===== src/design/clock_reset_pkg.sv =====
package clock_reset_pkg;
    // ========
    // Timing
    localparam int unsigned CLK_PERIOD_NS = 8;
    localparam int unsigned REF_LOCK_PERIODS = 328;
    localparam int unsigned LOCK_CNT_W = 9;
    localparam int unsigned PIN_GAP_CYCLES = 2;
    localparam int unsigned DRIVE_CYCLES = 16;
    localparam int unsigned LOSS_TIME_NS = 61036;
    localparam int unsigned LOSS_CYCLES = LOSS_TIME_NS / CLK_PERIOD_NS;
    localparam int unsigned LOSS_CNT_W = 13;
    localparam int unsigned FB_BASE_SHIFT = 4;
    localparam int unsigned FB_CNT_W = 13;
    // Bus monitor periods indexed by timeout select
    localparam logic [6:0] BUS_MON_64 = 7'h40;
    localparam logic [6:0] BUS_MON_32 = 7'h20;
    localparam logic [6:0] BUS_MON_16 = 7'h10;
    localparam logic [6:0] BUS_MON_8 = 7'h08;

    // ========
    // Register map
    localparam logic [7:0] SYNTH_CTRL_OFS = 8'h00;
    localparam logic [7:0] RESET_CTRL_OFS = 8'h04;
    localparam logic [7:0] RESET_STAT_OFS = 8'h08;
    localparam int unsigned PRESCALE_BIT = 15;
    localparam int unsigned POSTDIV_BIT = 14;
    localparam int unsigned MULT_LSB = 8;
    localparam int unsigned LOCK_BIT = 3;
    localparam int unsigned BMT_LSB = 0;
    localparam int unsigned BM_EN_BIT = 2;
    localparam logic PRESCALE_RESET = 1'h0;
    localparam logic POSTDIV_RESET = 1'h0;
    localparam logic [5:0] MULT_RESET = 6'h3F;
    localparam logic [1:0] BMT_RESET = 2'h0;
    localparam logic BM_EN_RESET = 1'h0;
    // Reset source flags
    localparam int unsigned SRC_EXT = 0;
    localparam int unsigned SRC_POR = 1;
    localparam int unsigned SRC_WDOG = 2;
    localparam int unsigned SRC_DBF = 3;
    localparam int unsigned SRC_LOC = 4;
    localparam int unsigned SRC_INSTR = 5;
    localparam logic [5:0] SRC_RESET = 6'h02;
    localparam logic [1:0] RESP_OKAY = 2'h0;
    localparam logic [1:0] RESP_SLVERR = 2'h2;

    // ========
    // Clock modes and reset sequencer
    typedef enum logic [1:0] {
        MODE_CRYSTAL = 2'h0,
        MODE_EXT_VCO = 2'h1,
        MODE_EXT_NOVCO = 2'h2
    } clock_mode_t;

    typedef enum logic [3:0] {
        RST_IDLE = 4'h1,
        RST_DEFER = 4'h2,
        RST_DRIVE = 4'h4,
        RST_GAP = 4'h8
    } reset_state_t;
endpackage : clock_reset_pkg


===== src/design/clock_synth_reset_control.sv =====
`timescale 1ns/100ps
module clock_synth_reset_control #(
    parameter int unsigned LossCycles = clock_reset_pkg::LOSS_CYCLES
) (
    input wire logic clock,
    input wire logic resetn,
    // AXI4-Lite slave
    input wire logic [7:0] awaddr,
    input wire logic awvalid,
    output logic awready,
    input wire logic [31:0] wdata,
    input wire logic [3:0] wstrb,
    input wire logic wvalid,
    output logic wready,
    output logic [1:0] bresp,
    output logic bvalid,
    input wire logic bready,
    input wire logic [7:0] araddr,
    input wire logic arvalid,
    output logic arready,
    output logic [31:0] rdata,
    output logic [1:0] rresp,
    output logic rvalid,
    input wire logic rready,
    // Clock pins
    input wire logic refClockInput,
    input wire logic vcoIn,
    input wire logic vcoStable,
    input wire clock_reset_pkg::clock_mode_t clockMode,
    output logic systemClockOutput,
    output logic pumpUp,
    output logic pumpDown,
    output logic vcoLocked,
    // Reset pin, open drain
    input wire logic resetPinIn,
    output logic resetPinOut,
    output logic resetPinOeN,
    // Reset sources and bus status
    input wire logic watchdogReset,
    input wire logic doubleBusFault,
    input wire logic resetInstr,
    input wire logic operandBusy,
    input wire logic cycleDone,
    input wire logic lastPortion,
    output logic systemReset
);
    import clock_reset_pkg::*;

    // ========
    // Pin synchronisers
    logic [4:0] pinSync;
    logic refSync, vcoSync, stableSync, rstPinSync;
    logic [1:0] modeSync;
    input_sync #(.WIDTH(5)) u_pins (
        .clock(clock),
        .resetn(resetn),
        .async({refClockInput, vcoIn, vcoStable, resetPinIn, 1'b0}),
        .resetValue(5'h02),
        .synced(pinSync)
    );
    input_sync #(.WIDTH(2)) u_mode (
        .clock(clock),
        .resetn(resetn),
        .async(clockMode),
        .resetValue(2'h0),
        .synced(modeSync)
    );
    assign refSync = pinSync[4];
    assign vcoSync = pinSync[3];
    assign stableSync = pinSync[2];
    assign rstPinSync = pinSync[1];

    logic refPrev_q, vcoPrev_q;
    logic refRise, refFall, vcoTick;
    always_ff @(posedge clock or negedge resetn) begin
        if (!resetn) begin
            refPrev_q <= 1'b0;
            vcoPrev_q <= 1'b0;
        end else begin
            refPrev_q <= refSync;
            vcoPrev_q <= vcoSync;
        end
    end
    assign refRise = refSync && !refPrev_q;
    assign refFall = !refSync && refPrev_q;
    assign vcoTick = vcoSync && !vcoPrev_q;

    // ========
    // Registers
    logic prescale_q, postDiv_q, bmEnable_q;
    logic [5:0] mult_q;
    logic [1:0] bmtSel_q;
    logic [5:0] rstSource_q;
    logic softInit;
    logic synthWrite;

    // ========
    // Output divider, outside the loop
    logic [1:0] outDiv_q;
    logic extPll;
    assign extPll = (modeSync == MODE_EXT_VCO);
    always_ff @(posedge clock or negedge resetn) begin
        if (!resetn) begin
            outDiv_q <= 2'h0;
        end else if (extPll && refFall) begin
            outDiv_q <= 2'h0;
        end else if (vcoTick) begin
            outDiv_q <= outDiv_q + 2'h1;
        end
    end

    // Free running from reset; lock never gates it
    always_ff @(posedge clock or negedge resetn) begin
        if (!resetn) begin
            systemClockOutput <= 1'b0;
        end else if (modeSync == MODE_EXT_NOVCO) begin
            systemClockOutput <= refSync;
        end else begin
            // X only picks the tap, the loop never sees it
            systemClockOutput <= postDiv_q ? outDiv_q[0] :
                outDiv_q[1];
        end
    end

    // ========
    // Feedback divider and phase detector
    logic [FB_CNT_W-1:0] fbCount_q, fbLimit;
    logic fbTick;
    always_comb begin
        fbLimit = FB_CNT_W'({1'b0, mult_q} + 7'h01) << FB_BASE_SHIFT;
        if (prescale_q) begin
            fbLimit = fbLimit << 2;
        end
    end
    assign fbTick = vcoTick && (fbCount_q == fbLimit - 1'b1);
    always_ff @(posedge clock or negedge resetn) begin
        if (!resetn) begin
            fbCount_q <= '0;
        end else if (fbTick || synthWrite) begin
            fbCount_q <= '0;
        end else if (vcoTick) begin
            fbCount_q <= fbCount_q + 1'b1;
        end
    end
    always_ff @(posedge clock or negedge resetn) begin
        if (!resetn) begin
            pumpUp <= 1'b0;
            pumpDown <= 1'b0;
        end else if (modeSync == MODE_EXT_NOVCO) begin
            pumpUp <= 1'b0;
            pumpDown <= 1'b0;
        end else if (refFall && fbTick) begin
            pumpUp <= 1'b0;
            pumpDown <= 1'b0;
        end else if (refFall) begin
            pumpUp <= !pumpDown;
            pumpDown <= 1'b0;
        end else if (fbTick) begin
            pumpDown <= !pumpUp;
            pumpUp <= 1'b0;
        end
    end

    // ========
    // Lock delay
    logic refSeen_q, lockStart, locked;
    always_ff @(posedge clock or negedge resetn) begin
        if (!resetn) begin
            refSeen_q <= 1'b0;
        end else if (refRise) begin
            refSeen_q <= 1'b1;
        end
    end
    assign lockStart = (modeSync == MODE_EXT_NOVCO) ? refSeen_q :
        stableSync;
    lock_delay u_lock (
        .clock(clock),
        .resetn(resetn),
        .restart(synthWrite),
        .startLevel(lockStart),
        .refTick(refRise),
        .locked(locked)
    );
    always_ff @(posedge clock or negedge resetn) begin
        if (!resetn) begin
            vcoLocked <= 1'b0;
        end else begin
            vcoLocked <= locked;
        end
    end

    // ========
    // Loss of reference
    logic [LOSS_CNT_W-1:0] lossCount_q;
    logic clockLost;
    assign clockLost = (lossCount_q == LOSS_CNT_W'(LossCycles));
    always_ff @(posedge clock or negedge resetn) begin
        if (!resetn) begin
            lossCount_q <= '0;
        end else if (refRise || !refSeen_q) begin
            lossCount_q <= '0;
        end else if (!clockLost) begin
            lossCount_q <= lossCount_q + 1'b1;
        end
    end

    // ========
    // Reset sequencer
    reset_state_t state_q;
    logic [5:0] pending_q, newReq;
    logic [6:0] bmCount_q, bmLimit;
    logic [4:0] holdCount_q;
    logic lossSeen_q, pinArmed_q, operandDone, fullReset;

    always_comb begin
        case (bmtSel_q)
            2'h0: bmLimit = BUS_MON_64;
            2'h1: bmLimit = BUS_MON_32;
            2'h2: bmLimit = BUS_MON_16;
            default: bmLimit = BUS_MON_8;
        endcase
    end
    assign newReq = {resetInstr, clockLost && !lossSeen_q, doubleBusFault,
                     watchdogReset, 1'b0,
                     !rstPinSync && pinArmed_q && (state_q == RST_IDLE)};
    assign operandDone = !operandBusy || (cycleDone && lastPortion) ||
                         (bmCount_q == bmLimit);
    assign fullReset = |pending_q[SRC_LOC:SRC_EXT];
    assign softInit = (state_q == RST_DEFER) && operandDone && fullReset;

    always_ff @(posedge clock or negedge resetn) begin
        if (!resetn) begin
            lossSeen_q <= 1'b0;
        end else begin
            lossSeen_q <= clockLost;
        end
    end

    // Our own drive echoes back through the synchroniser after the gap
    always_ff @(posedge clock or negedge resetn) begin
        if (!resetn) begin
            pinArmed_q <= 1'b1;
        end else begin
            pinArmed_q <= (state_q != RST_DRIVE) &&
                          (pinArmed_q || rstPinSync);
        end
    end

    always_ff @(posedge clock or negedge resetn) begin
        if (!resetn) begin
            state_q <= RST_IDLE;
            pending_q <= 6'h0;
            bmCount_q <= 7'h0;
            holdCount_q <= 5'h0;
        end else begin
            case (state_q)
                RST_IDLE: begin
                    bmCount_q <= 7'h0;
                    pending_q <= newReq;
                    if (|newReq) begin
                        state_q <= RST_DEFER;
                    end
                end
                RST_DEFER: begin
                    // Runs regardless of the monitor enable bit
                    bmCount_q <= bmCount_q + 7'h01;
                    pending_q <= pending_q | {newReq[5:1], 1'b0};
                    if (operandDone) begin
                        state_q <= RST_DRIVE;
                        holdCount_q <= 5'h0;
                    end
                end
                RST_DRIVE: begin
                    holdCount_q <= holdCount_q + 5'h01;
                    if (holdCount_q == 5'(DRIVE_CYCLES - 1)) begin
                        state_q <= RST_GAP;
                        holdCount_q <= 5'h0;
                    end
                end
                RST_GAP: begin
                    // Pin released and not sampled while it rises
                    holdCount_q <= holdCount_q + 5'h01;
                    if (holdCount_q == 5'(PIN_GAP_CYCLES - 1)) begin
                        state_q <= RST_IDLE;
                    end
                end
                default: state_q <= RST_IDLE;
            endcase
        end
    end

    always_ff @(posedge clock or negedge resetn) begin
        if (!resetn) begin
            systemReset <= 1'b0;
            resetPinOeN <= 1'b1;
            resetPinOut <= 1'b0;
        end else begin
            // Instruction-only resets touch only the pin
            systemReset <= (state_q == RST_DRIVE) && fullReset;
            resetPinOeN <= !(state_q == RST_DRIVE);
            resetPinOut <= 1'b0;
        end
    end

    always_ff @(posedge clock or negedge resetn) begin
        if (!resetn) begin
            rstSource_q <= SRC_RESET;
        end else if (softInit) begin
            rstSource_q <= pending_q;
        end else if ((state_q == RST_DEFER) && operandDone) begin
            rstSource_q[SRC_INSTR] <= 1'b1;
        end
    end

    // ========
    // AXI4-Lite write
    logic awHeld_q, wHeld_q;
    logic [7:0] awAddr_q;
    logic [31:0] wData_q;
    logic [3:0] wStrb_q;
    logic doWrite;
    assign doWrite = awHeld_q && wHeld_q && !bvalid;
    assign synthWrite = doWrite && (awAddr_q == SYNTH_CTRL_OFS) && wStrb_q[1];

    always_ff @(posedge clock or negedge resetn) begin
        if (!resetn) begin
            awHeld_q <= 1'b0;
            wHeld_q <= 1'b0;
            awAddr_q <= 8'h0;
            wData_q <= 32'h0;
            wStrb_q <= 4'h0;
            awready <= 1'b0;
            wready <= 1'b0;
            bvalid <= 1'b0;
            bresp <= RESP_OKAY;
        end else begin
            awready <= !awHeld_q && !(awvalid && awready);
            wready <= !wHeld_q && !(wvalid && wready);
            if (awvalid && awready) begin
                awHeld_q <= 1'b1;
                awAddr_q <= awaddr;
            end
            if (wvalid && wready) begin
                wHeld_q <= 1'b1;
                wData_q <= wdata;
                wStrb_q <= wstrb;
            end
            if (doWrite) begin
                bvalid <= 1'b1;
                bresp <= (awAddr_q == SYNTH_CTRL_OFS ||
                          awAddr_q == RESET_CTRL_OFS ||
                          awAddr_q == RESET_STAT_OFS) ? RESP_OKAY : RESP_SLVERR;
            end else if (bvalid && bready) begin
                bvalid <= 1'b0;
                awHeld_q <= 1'b0;
                wHeld_q <= 1'b0;
            end
        end
    end

    always_ff @(posedge clock or negedge resetn) begin
        if (!resetn) begin
            prescale_q <= PRESCALE_RESET;
            postDiv_q <= POSTDIV_RESET;
            mult_q <= MULT_RESET;
            bmtSel_q <= BMT_RESET;
            bmEnable_q <= BM_EN_RESET;
        end else if (softInit) begin
            prescale_q <= PRESCALE_RESET;
            postDiv_q <= POSTDIV_RESET;
            mult_q <= MULT_RESET;
            bmtSel_q <= BMT_RESET;
            bmEnable_q <= BM_EN_RESET;
        end else if (doWrite) begin
            if (awAddr_q == SYNTH_CTRL_OFS && wStrb_q[1]) begin
                prescale_q <= wData_q[PRESCALE_BIT];
                postDiv_q <= wData_q[POSTDIV_BIT];
                mult_q <= wData_q[MULT_LSB +: 6];
            end
            if (awAddr_q == RESET_CTRL_OFS && wStrb_q[0]) begin
                bmtSel_q <= wData_q[BMT_LSB +: 2];
                bmEnable_q <= wData_q[BM_EN_BIT];
            end
        end
    end

    // ========
    // AXI4-Lite read
    always_ff @(posedge clock or negedge resetn) begin
        if (!resetn) begin
            arready <= 1'b0;
            rvalid <= 1'b0;
            rdata <= 32'h0;
            rresp <= RESP_OKAY;
        end else begin
            arready <= !rvalid && !(arvalid && arready);
            if (arvalid && arready) begin
                rvalid <= 1'b1;
                rresp <= RESP_OKAY;
                rdata <= 32'h0;
                case (araddr)
                    SYNTH_CTRL_OFS: begin
                        rdata[PRESCALE_BIT] <= prescale_q;
                        rdata[POSTDIV_BIT] <= postDiv_q;
                        rdata[MULT_LSB +: 6] <= mult_q;
                        rdata[LOCK_BIT] <= locked;
                    end
                    RESET_CTRL_OFS: begin
                        rdata[BMT_LSB +: 2] <= bmtSel_q;
                        rdata[BM_EN_BIT] <= bmEnable_q;
                    end
                    RESET_STAT_OFS: rdata[5:0] <= rstSource_q;
                    default: rresp <= RESP_SLVERR;
                endcase
            end else if (rvalid && rready) begin
                rvalid <= 1'b0;
            end
        end
    end
endmodule : clock_synth_reset_control


===== src/design/input_sync.sv =====
`timescale 1ns/100ps
module input_sync #(
    parameter int unsigned WIDTH = 1
) (
    input wire logic clock,
    input wire logic resetn,
    input wire logic [WIDTH-1:0] async,
    input wire logic [WIDTH-1:0] resetValue,
    output logic [WIDTH-1:0] synced
);
    logic [WIDTH-1:0] stage1_q;
    logic [WIDTH-1:0] stage2_q;

    // ========
    // Two flops; only the second one is read outside
    always_ff @(posedge clock or negedge resetn) begin
        if (!resetn) begin
            stage1_q <= '0;
            stage2_q <= '0;
        end else begin
            stage1_q <= async ^ resetValue;
            stage2_q <= stage1_q;
        end
    end

    assign synced = stage2_q ^ resetValue;
endmodule : input_sync


===== src/design/lock_delay.sv =====
`timescale 1ns/100ps
module lock_delay (
    input wire logic clock,
    input wire logic resetn,
    input wire logic restart,
    input wire logic startLevel,
    input wire logic refTick,
    output logic locked
);
    import clock_reset_pkg::*;

    logic [LOCK_CNT_W-1:0] count_q;
    logic locked_q;

    // ========
    // Count reference periods once the start condition holds
    always_ff @(posedge clock or negedge resetn) begin
        if (!resetn) begin
            count_q <= '0;
            locked_q <= 1'b0;
        end else if (restart || !startLevel) begin
            count_q <= '0;
            locked_q <= 1'b0;
        end else if (refTick && !locked_q) begin
            if (count_q == LOCK_CNT_W'(REF_LOCK_PERIODS - 1)) begin
                locked_q <= 1'b1;
            end else begin
                count_q <= count_q + 1'b1;
            end
        end
    end

    assign locked = locked_q;
endmodule : lock_delay


===== config.mk =====
export PLATFORM = sky130hd
export DESIGN_NAME = clock_synth_reset_control
export DESIGN_NICKNAME = d
export VERILOG_FILES = /design/src/design/clock_reset_pkg.sv /design/src/design/clock_synth_reset_control.sv /design/src/design/input_sync.sv /design/src/design/lock_delay.sv
export SDC_FILE = /design/constraint.sdc
export NUM_CORES = 1
export LEC_CHECK = 0
export ABC_AREA = 1
export CORE_ASPECT_RATIO = 1.75
export CORE_MARGIN = 4
export CORE_UTILIZATION = 54
export CTS_BUF_LIST = sky130_fd_sc_hd__clkbuf_4 sky130_fd_sc_hd__clkbuf_8 sky130_fd_sc_hd__clkbuf_16
export CTS_CLUSTER_DIAMETER = 150
export CTS_CLUSTER_SIZE = 24
export DETAILED_ROUTE_END_ITERATION = 12
export DONT_BUFFER_PORTS = 1
export PLACE_DENSITY = 0.75
export REMOVE_ABC_BUFFERS = 1
export SYNTH_ARGS = -nofsm -noshare
export SYNTH_HDL_FRONTEND = slang
export SYNTH_SLANG_ARGS = --single-unit

===== constraint.sdc =====
create_clock -name clock -period 5 [get_ports clock]
set_input_delay 0.5 -clock clock [delete_from_list [all_inputs] [get_ports clock]]
set_output_delay 0.5 -clock clock [all_outputs]
set_load 0.05 [all_outputs]

# Word level (Yosys, flattened, before mapping)
# Cells that the tools add are included.
# totals
out_inout_bits	48
in_bits	71
regBits	151
# classes
reduce_logical	80
eq_ne	25
n_mux	68
addsub	8
bitwise	3
# ops
cell	count
2-to-1 mux 13 bit	5
2-to-1 mux 1 bit	35
logical AND 1 bit	29
2-to-1 mux 9 bit	3
adder 13 x 1 -> 13 bit, second input constant	2
nonzero test 2 bit	11
one-hot mux 7 bit (3 select lines)	1
zero test 1 bit	18
2-to-1 mux 6 bit	3
== test 8 x 3 -> 1 bit, second input constant	2
== test 8 x 4 -> 1 bit, second input constant	2
zero test 8 bit	2
2-to-1 mux 2 bit	8
2-to-1 mux 4 bit	4
one-hot mux 4 bit (4 select lines)	1
one-hot mux 5 bit (3 select lines)	1
one-hot mux 7 bit (2 select lines)	1
== test 13 bit	1
== test 13 bit, second input constant	1
subtractor 13 x 1 -> 13 bit, second input constant	1
one-hot mux 6 bit (2 select lines)	1
2-to-1 mux 5 bit	2
AND reduction 2 bit	5
OR reduction 5 bit	2
29 further kinds	43

# Depth between registers and ports, before layout
# Gate-level depths: netlist of run 1.
# depth
word_depth	9
depth_mapped	16
depth_no_buf	16

# By module
# Synthesis of run 1 repeated with hierarchy kept, for this count alone.
# unflattened
hier_cells	982
area_unflattened_um2	7632.3
# by_module_without_submodules
mod	cells_per_inst	seq_area_each_um2	area_each_um2	n_inst
clock_synth_reset_control	813	3040.4	6409.9	1
lock_delay	92	250.2	635.6	1
input_sync at u_pins	55	250.2	419.2	1
input_sync at u_mode	22	100.1	167.7	1

# Worst setup path after synthesis of run 1
# OpenSTA, ideal clock, no wires.
# synth_timing
path_kind	register to register
from	reg mult_q[0]
to	reg pumpDown
n_path_buf	0
arrival_ps	2032
period_less_slack_ps	2104
stages_incl_launch_ff	15
setup_slack_ps	2896
setup_ps	72
cell_sequence	dfstp_2 > ha_1 > nand2_1 > ha_1 > xor2_1 > nand3_1 > nor2_1 > nand2_1 > nor2_1 > nand2_1 > nor2_2 > nand3_1 > nor2_2 > nor2_1 > nor2_1
# synth_between
elab_chain_len	8
word_cells_on_any_way	9
classes_between	add/sub: 2; eq/ne: 1; mux: 3; reduce/logical: 3
# synth_lines
element	line	text
start, declared	clock_synth_reset_control.sv:91	logic [5:0] mult_q;
start signal, assigned	clock_synth_reset_control.sv:378	mult_q <= wData_q[MULT_LSB +: 6];
adder 6 x 1 -> 7 bit (*)	clock_synth_reset_control.sv:130	fbLimit = FB_CNT_W'({1'b0, mult_q} + 7'h01) << FB_BASE_SHIFT;
2-to-1 mux 13 bit (*)	clock_synth_reset_control.sv:131	if (prescale_q) begin
subtractor 13 x 1 -> 13 bit (*)	clock_synth_reset_control.sv:135	assign fbTick = vcoTick && (fbCount_q == fbLimit - 1'b1);
== test 13 bit (*)	clock_synth_reset_control.sv:135	
logical AND 1 bit (*)	clock_synth_reset_control.sv:135	
logical AND 1 bit	clock_synth_reset_control.sv:152	end else if (refFall && fbTick) begin
2-to-1 mux 1 bit	clock_synth_reset_control.sv:152	
2-to-1 mux 1 bit	clock_synth_reset_control.sv:149	end else if (modeSync == MODE_EXT_NOVCO) begin
end signal, assigned	clock_synth_reset_control.sv:159	pumpDown <= !pumpUp;
end, declared	clock_synth_reset_control.sv:32	output logic pumpDown,
# Mark *: on every way between the ends. The rest lies on a longest branch, timed or not.
# A chain may end at the register's enable or synchronous reset.

# Worst setup path after layout of run 1
# layout_timing
from	reg bvalid
to	reg u_lock.count_q[4]
# layout_between
elab_chain_len	7
word_cells_on_any_way	9
classes_between	eq/ne: 1; mux: 1; reduce/logical: 7
# layout_lines
element	line	text
start, declared	clock_synth_reset_control.sv:16	output logic bvalid,
start signal, assigned	clock_synth_reset_control.sv:334	bvalid <= 1'b0;
start signal, assigned	clock_synth_reset_control.sv:349	bvalid <= 1'b1;
start signal, assigned	clock_synth_reset_control.sv:354	bvalid <= 1'b0;
zero test 1 bit (*)	clock_synth_reset_control.sv:322	assign doWrite = awHeld_q && wHeld_q && !bvalid;
logical AND 1 bit (*)	clock_synth_reset_control.sv:322	
logical AND 1 bit (*) (2 in a row)	clock_synth_reset_control.sv:323	assign synthWrite = doWrite && (awAddr_q == SYNTH_CTRL_OFS) && wStrb_q[1];
logical OR 1 bit (*)	lock_delay.sv:21	end else if (restart || !startLevel) begin
!= test 2 x 1 -> 1 bit (no line) or nonzero test 2 bit (tied branches)	-	
AND reduction 2 bit (no line)	-	
end signal, assigned	lock_delay.sv:28	count_q <= count_q + 1'b1;
end, declared	lock_delay.sv:12	logic [LOCK_CNT_W-1:0] count_q;
# Marked as above.

==> run summary, run 1 <==
Final setup fails - 0
Fin Setup TNS - 0 ns
Post-layout min period - 2.67 ns
Top-count cell post-synth - nand2_1
R2r worst-path depth - 13
I/O Pins - 119
Crit. End Element - flip-flop
Leak - 4.07 nW
Prevailing post-synth register cell - dfrtp_1
Total of max-cap violations - 0
Clk buf depth - 2
Slowest Stage Delay on Critical Path - 0.56 ns
HPWL Detailed - 11300 um
H-tree levels - 4
CTS tree - done
Critical path, cell by cell - inv_1 -> nand3_1 -> nor2_1 -> nand2_1 -> buf_4 -> nand2_2 -> inv_1 -> nand2_1 -> nand2_1 -> nor2_1 -> nand2_1 -> o21ai_0 -> a21oi_1
Final Slew Violations - 0
PostCTS Resize Cnt - 0
Dpl cells - 1064
Worst-path maximum fanout - 23
Port bufs - 0
Initial antenna violation count - 0
Hold crit path type - input pin to async pin
Internal reg-to-reg setup slack - 2.33 ns
Distinct cells, synth - 43
CP delay by family, top - simple AND/OR/NAND/NOR gates
Post-synthesis register bit count - 143
Most Frequent Cell on Critical Path - nand2_1
RSZ-0062 raised after global routing - no
Final clock skew - 0.00942 ns
Clock latency on the worst-skew pair - 0.41 ns
Max Freq - 374 MHz
Initial Utilization - 55.8%
Final hold vios - 0
ANT nets after route - 0
Die Y - 162 um
Clock transition at path regs - 0.06 ns
Root Driver - clkbuf_16
Drt total wl - 15800 um
Highest-delay cell along the critical path - dfrtp_1
Core Footprint - 0.0131 mm2
Rows - 55
Vias in the first global route - 5783
Async set or reset register ratio after synthesis - 100%
Reg2Reg Launch Point - bvalid$_DFFE_PN0P_
Die ar. - 0.0155 mm2
GRT Resource Usage Total - 21.9%
Tcrit/Tclk final - 53.5%
GP Congestion - 0.943
# nets final - 996
EDFF count, synth - 0
Synth warnings - 0
Dpl cell area - 0.00738 mm2
Clock sinks - 143
Relative slew slack - 48.8%
Postcts setup bufs - 0
Wire per inst - 14.4 um
Gr ovfl total - 0
Cell Pwr Density - 622 mW/mm2
Critical path class - flip-flop to flip-flop
Vias per cell - 5.26
DR iter-0 viols - 224
Reg-to-reg endpoint - u_lock.count_q[4]$_DFFE_PN0P_
Cells after synthesis - 905
DRC viols - 0
Run status - finished clean
Sequential area share after synthesis - 49.3%
Total clock buffers created by CTS - 17
Synth top cells by count - nand2_1, dfrtp_1, inv_1
Pre-antenna DRT Iters - 4
First-pass GRT wire length - 26500 um
Post-synth top area cell - dfrtp_1
Bufs and invs on worst path - 3
Largest cells by area after synthesis - dfrtp_1, nand2_1, inv_1, nand3_1, o21ai_0
Worst setup SP type - flip-flop
# fillers - 1159
Share of cells above drive strength 1 - 10.7%
Yosys top cell area share - 45.6%
Synthesized area per cell - 8.06 um2
Synth-to-layout area growth - 10.4%
Worst slew pin tran - 0.768 ns
CP required - 5.29 ns
VDD IR max - 299 uV
Die Span X - 95.8 um
Vias - 5770
Fin cells - 1097
Crit path DAT - 2.97 ns
# diodes - 0
Final instance area - 0.00805 mm2
Post-synthesis cell area - 0.00729 mm2
Largest net degree at the start of global routing - 144
layout make-up:
| class | instances | area, um2 | share of cell area, % |
|---|---|---|---|
| clock buffer | 23 | 483 | 6.00 |
| clock inverter | 9 | 159 | 1.97 |
| inverter | 125 | 469 | 5.83 |
| multi-input combinational | 623 | 3090 | 38.4 |
| sequential | 143 | 3590 | 44.6 |
| tap | 171 | 214 | 2.66 |
| timing repair buffer | 3 | 42.5 | 0.528 |
metrics by stage:
step,setup WS (ns),total power [mW],hold WS (ns),utilization [%]
6_report,2.33,5.01,0.0314,61.6
5_1_grt,2.09,5.43,0.0905,61.6
4_1_cts,2.33,5.05,0.103,61.6
3_5_place_dp,2.39,3.64,0.208,56.5
3_3_place_gp,2.43,3.60,0.208,56.5
2_1_floorplan,2.51,3.25,0.204,-
where the power goes:
group	switching, mW	total, mW	internal [mW]
Clock	0.470	1.36	0.886
Combinational	1.27	1.91	0.634
Sequential	0.314	1.75	1.43
sequential cells by signal, indices dropped and copies added (netlist names), 4 cells and up:
signal	flops
u_lock.count_q	9
u_pins.stage2_q	4
mult_q	6
awAddr_q	8
bmCount_q	7
holdCount_q	5
rstSource_q	6
rdata	14
state_q	4
u_pins.stage1_q	4
pending_q	5
wData_q	11
fbCount_q	13
lossCount_q	13
metal layers:
layer  wire length [um]  vias up  share of wire (%)  GRT usage, %
met1               5980     2721                 38          24.2
met4                654        0                4.1          10.6
met5                  0        -                  0             0
met3                532       40                3.4          4.26
li1                   -     2881                  -             -
met2               8620      128                 55          39.2
layout by cell type (no fill, tap or decap), drive strengths merged, types with 2 or more instances in the layout:
master / instances
a21oi: 21
a31oi: 2
and3: 2
buf: 3
bufinv: 4
clkbuf: 23
clkinv: 4
conb: 21
dfrtp: 133
dfstp: 10
ha: 12
inv: 125
mux2: 3
nand2: 252
nand3: 75
nand3b: 2
nand4: 13
nor2: 83
nor3: 16
nor3b: 3
nor4: 13
o211ai: 5
o21ai: 62
o21bai: 2
o22ai: 4
o31ai: 9
or2: 6
xnor2: 3
xor2: 9
kinds of logic after synthesis:
logic type | count (synthesis) | synth area share, %
AOI/OAI and AO/OA | 107 | 8.08
xor gates and xnor gates | 12 | 1.44
adders and majority gates | 12 | 2.06
buffers and inverters | 159 | 9.35
DFF | 143 | 49.3
muxes | 4 | 0.601
other | 1 | 0.0514
and+or+nand+nor | 467 | 29.2
what timing repair did:
item | CTS | global route
endpoints found under the hold margin | 143 | 0
hold buffers | 1 | 0
endpoints found under the setup margin | 0 | 0
how the worst max path moves through the flow:
stage | startpoint | end | slack (ns) | depth (start not counted)
2_1_floorplan | bvalid$_DFFE_PN0P_ | u_lock.count_q[4]$_DFFE_PN0P_ | 2.51 | 12
3_3_place_gp | bvalid$_DFFE_PN0P_ | u_lock.count_q[4]$_DFFE_PN0P_ | 2.43 | 13
3_5_place_dp | bvalid$_DFFE_PN0P_ | u_lock.count_q[4]$_DFFE_PN0P_ | 2.39 | 13
4_1_cts | bvalid$_DFFE_PN0P_ | u_lock.count_q[4]$_DFFE_PN0P_ | 2.33 | 13
5_1_grt | bvalid$_DFFE_PN0P_ | u_lock.count_q[4]$_DFFE_PN0P_ | 2.09 | 13
6_report | bvalid$_DFFE_PN0P_ | u_lock.count_q[4]$_DFFE_PN0P_ | 2.33 | 13
Power figures use the tool's default switching activity.
==> run 2: changes to the inputs <==
--- a/config.mk
+++ b/config.mk
@@ -5,7 +5,7 @@
 export SDC_FILE = /design/constraint.sdc
 export NUM_CORES = 1
 export LEC_CHECK = 0
-export ABC_AREA = 1
+export ABC_AREA = 0
 export CORE_ASPECT_RATIO = 1.75
 export CORE_MARGIN = 4
 export CORE_UTILIZATION = 54
==> constraint.sdc (replaced) <==
create_clock -name clock -period 2.5 [get_ports clock]
set_input_delay 0.25 -clock clock [delete_from_list [all_inputs] [get_ports clock]]
set_output_delay 0.25 -clock clock [all_outputs]
set_load 0.05 [all_outputs]
==> run summary, run 2 <==
Run status - finished, violations left (was finished clean)
Failing checks - negative hold slack, negative setup slack
Post-layout min period - 2.83 ns (was 2.67 ns)
Synth warnings - 0 (unchanged)
Gr ovfl total - 0 (unchanged)
Met1 Usage GRT - 22.7% (was 24.2%)
Clock sinks - 143 (unchanged)
Distinct cells, synth - 65 (was 43)
Clock transition at path regs - 0.06 ns (about the same)
Largest net degree at the start of global routing - 144 (unchanged)
Dpl cell area - 0.00713 mm2 (was 0.00738 mm2)
Cells after synthesis - 635 (was 905)
Final instance area - 0.00823 mm2 (was 0.00805 mm2)
CP required - 2.83 ns (was 5.29 ns)
Vias per cell - 5.67 (was 5.26)
Top-count cell post-synth - dfrtp_1 (was nand2_1)
Internal reg-to-reg setup slack - -0.33 ns (was 2.33 ns)
Initial Utilization - 54.8% (was 55.8%)
Total power - 7.88 mW (was 5.01 mW)
Worst slew pin tran - 0.775 ns (was 0.768 ns)
Dpl cells - 820 (was 1064)
Total clock buffers created by CTS - 17 (unchanged)
Biggest regs - rdata (14), fbCount_q (13), lossCount_q (13) (unchanged)
Root Driver - clkbuf_16 (unchanged)
Final setup fails - 15 (was 0)
Wire per inst - 16.9 um (was 14.4 um)
Most Crowded Layer GR - met2 (unchanged)
Synth-to-layout area growth - 20.8% (was 10.4%)
Cts hold-fix bufs - 36 (was 1)
GRT Resource Usage Total - 21.8% (was 21.9%)
Largest register FFs - 14 (unchanged)
Vias - 5060 (was 5770)
FF+latch area - 0.00359 mm2 (unchanged)
Fin cells - 893 (was 1097)
Die ar. - 0.0145 mm2 (was 0.0155 mm2)
Synthesized area per cell - 10.7 um2 (was 8.06 um2)
Final setup margin - -0.327 ns (was 2.33 ns)
# fillers - 949 (was 1159)
EDFF count, synth - 0 (unchanged)
Prevailing post-synth register cell - dfrtp_1 (unchanged)
Most frequent cells in the layout - dfrtp_1, nand2_1, nor2_1, dlygate4sd3_1, buf_4 (was nand2_1, dfrtp_1, inv_1, nor2_1, nand3_1)
I/O Pins - 119 (unchanged)
DRC viols - 0 (unchanged)
Yosys top cell area share - 48.9% (was 45.6%)
Port bufs - 0 (unchanged)
Crit. End Element - flip-flop (unchanged)
# nets final - 795 (was 996)
Clk buf depth - 2 (unchanged)
Pre-antenna DRT Iters - 4 (unchanged)
Clock latency on the worst-skew pair - 0.41 ns (about the same)
Initial antenna violation count - 0 (unchanged)
Grt met2 use - 40.8% (was 39.2%)
Worst setup SP type - flip-flop (unchanged)
Async set or reset register ratio after synthesis - 100% (unchanged)
Worst hold slack - -0.469 ns (was 0.0314 ns)
Post-synthesis register bit count - 143 (unchanged)
ANT nets after route - 0 (unchanged)
DR iter-0 viols - 280 (was 224)
Leak - 3.61 nW (was 4.07 nW)
Commonest non-fill, non-tap cell in the layout - dfrtp_1 (was nand2_1)
# diodes - 0 (unchanged)
RSZ-0062 raised after global routing - yes (was no)
Max Freq - 354 MHz (was 374 MHz)
Cell Pwr Density - 957 mW/mm2 (was 622 mW/mm2)
Critical path class - flip-flop to flip-flop (unchanged)
Relative slew slack - 48.2% (was 48.8%)
Final clock skew - 0.00712 ns (was 0.00942 ns)
Die Y - 157 um (was 162 um)
Finished Core Util - 66.2% (was 61.6%)
HPWL Detailed - 10700 um (was 11300 um)
Hold crit path type - input pin to async pin (unchanged)
Largest cells by area after synthesis - dfrtp_1, nand2_1, dfstp_2, mux2_2, xor2_1 (was dfrtp_1, nand2_1, inv_1, nand3_1, o21ai_0)
Most flops, register - rdata (unchanged)
Fin Setup TNS - -4.29 ns (was 0 ns)
CTS tree - done (unchanged)
Synth top cells by count - dfrtp_1, nand2_1, nor2_1 (was nand2_1, dfrtp_1, inv_1)
Total of max-cap violations - 0 (unchanged)
GP Congestion - 0.896 (was 0.943)
Met3 usage - 4.81% (was 4.26%)
Share of cells above drive strength 1 - 18.5% (was 10.7%)
Post-synth top area cell - dfrtp_1 (unchanged)
Crit path DAT - 3.16 ns (was 2.97 ns)
Vias in the first global route - 5400 (was 5783)
Final Slew Violations - 0 (unchanged)
H-tree levels - 4 (unchanged)
Worst-path maximum fanout - 5 (was 23)
Rows - 54 (was 55)
Post-synthesis cell area - 0.00681 mm2 (was 0.00729 mm2)
Tcrit/Tclk final - 113% (was 53.5%)
Drt total wl - 15100 um (was 15800 um)
Final hold vios - 143 (was 0)
VDD IR max - 664 uV (was 299 uV)
Core Footprint - 0.0124 mm2 (was 0.0131 mm2)
Multi-input logic area - 0.00308 mm2 (was 0.00309 mm2)
First-pass GRT wire length - 25100 um (was 26500 um)
Sequential area share after synthesis - 52.7% (was 49.3%)
Die Span X - 92.9 um (was 95.8 um)
[run 2: changes by cell type after synthesis, moves of 20 or more]
cell	before	now
nand2_2	20	0
nand3_1	69	19
nand2_1	231	72
inv_1	118	15
o21ai_0	57	32
[run 2: what timing repair did]
item / in CTS / in global routing
gates resized for setup: 11 / 6
buffers inserted: 4 / 1
setup endpoints to repair: 15 / 15
hold endpoints to repair: 181 / 143
pin swaps: 17 / 8
[run 2: logic make-up (layout without fill, tap and decap cells)]
logic type | Yosys count | in the layout | share of synthesized area (%)
other | 1 | 21 | 0.0551
adders and majority gates | 12 | 12 | 2.20
muxes | 41 | 41 | 6.43
and+or+nand+nor | 236 | 236 | 17.6
DFF | 143 | 143 | 52.7
AOI/OAI and AO/OA | 101 | 101 | 10.5
xor gates and xnor gates | 47 | 47 | 6.04
buffers and inverters | 54 | 124 | 4.45
[run 2: routing by layer]
| metal | part of all wire, % | vias to the layer above |
|---|---|---|
| li1 | - | 2346 |
| met1 | 37 | 2550 |
| met2 | 57 | 131 |
| met3 | 3.4 | 33 |
| met4 | 2.9 | 0 |
| met5 | 0 | - |
[run 2: per-stage QoR]
step                setup WS, ns  hold WS, ns
finish                    -0.327       -0.469
global route              -0.393       -0.489
CTS                       -0.394       -0.480
detailed placement        -0.391      -0.0397
global placement          -0.279      -0.0399
floorplan                  -1.38      -0.0456
[run 2: cell type report]
type                            count  area share, %
Clock inverter                     10           1.37
Timing Repair Buffer               75           8.54
Tap cell                          168           2.55
Clock buffer                       22           5.70
Sequential cell                   143           43.6
Inverter                           17          0.775
Multi-Input combinational cell    458           37.4
[run 2: final timing paths]
path	startpoint	to	cells past startpoint
worst max-delay path	mult_q[0]$_DFFE_PN1P_	pumpDown$_DFFE_PN0P_	10
worst min-delay path	resetn	holdCount_q[1]$_DFFE_PN0P_	0
worst max register to register	mult_q[0]$_DFFE_PN1P_	pumpDown$_DFFE_PN0P_	10
worst min register to register	u_mode.stage1_q[0]$_DFF_PN0_	u_mode.stage2_q[0]$_DFF_PN0_	0
max in group asynchronous	resetn	state_q[0]$_DFFE_PN1P_	0
min in group clock	araddr[3]	rresp[1]$_DFFE_PN0P_	2
[run 2: critical path, cell delays in order, from the launching register on]
cell and delay (ns):
dfstp_2 0.58, ha_4 0.17, nand2_4 0.05, ha_4 0.16, xor2_1 0.16, xnor2_1 0.13
or4_1 0.41, a311o_1 0.37, a2111oi_4 0.28, clkbuf_16 0.22, mux2i_1 0.19
[run 2: power by group]
group | switching [mW] | internal [mW] | leakage, nW
clock network | 0.930 | 1.53 | 0.288
registers | 0.632 | 2.86 | 1.81
logic | 1.05 | 0.880 | 1.51
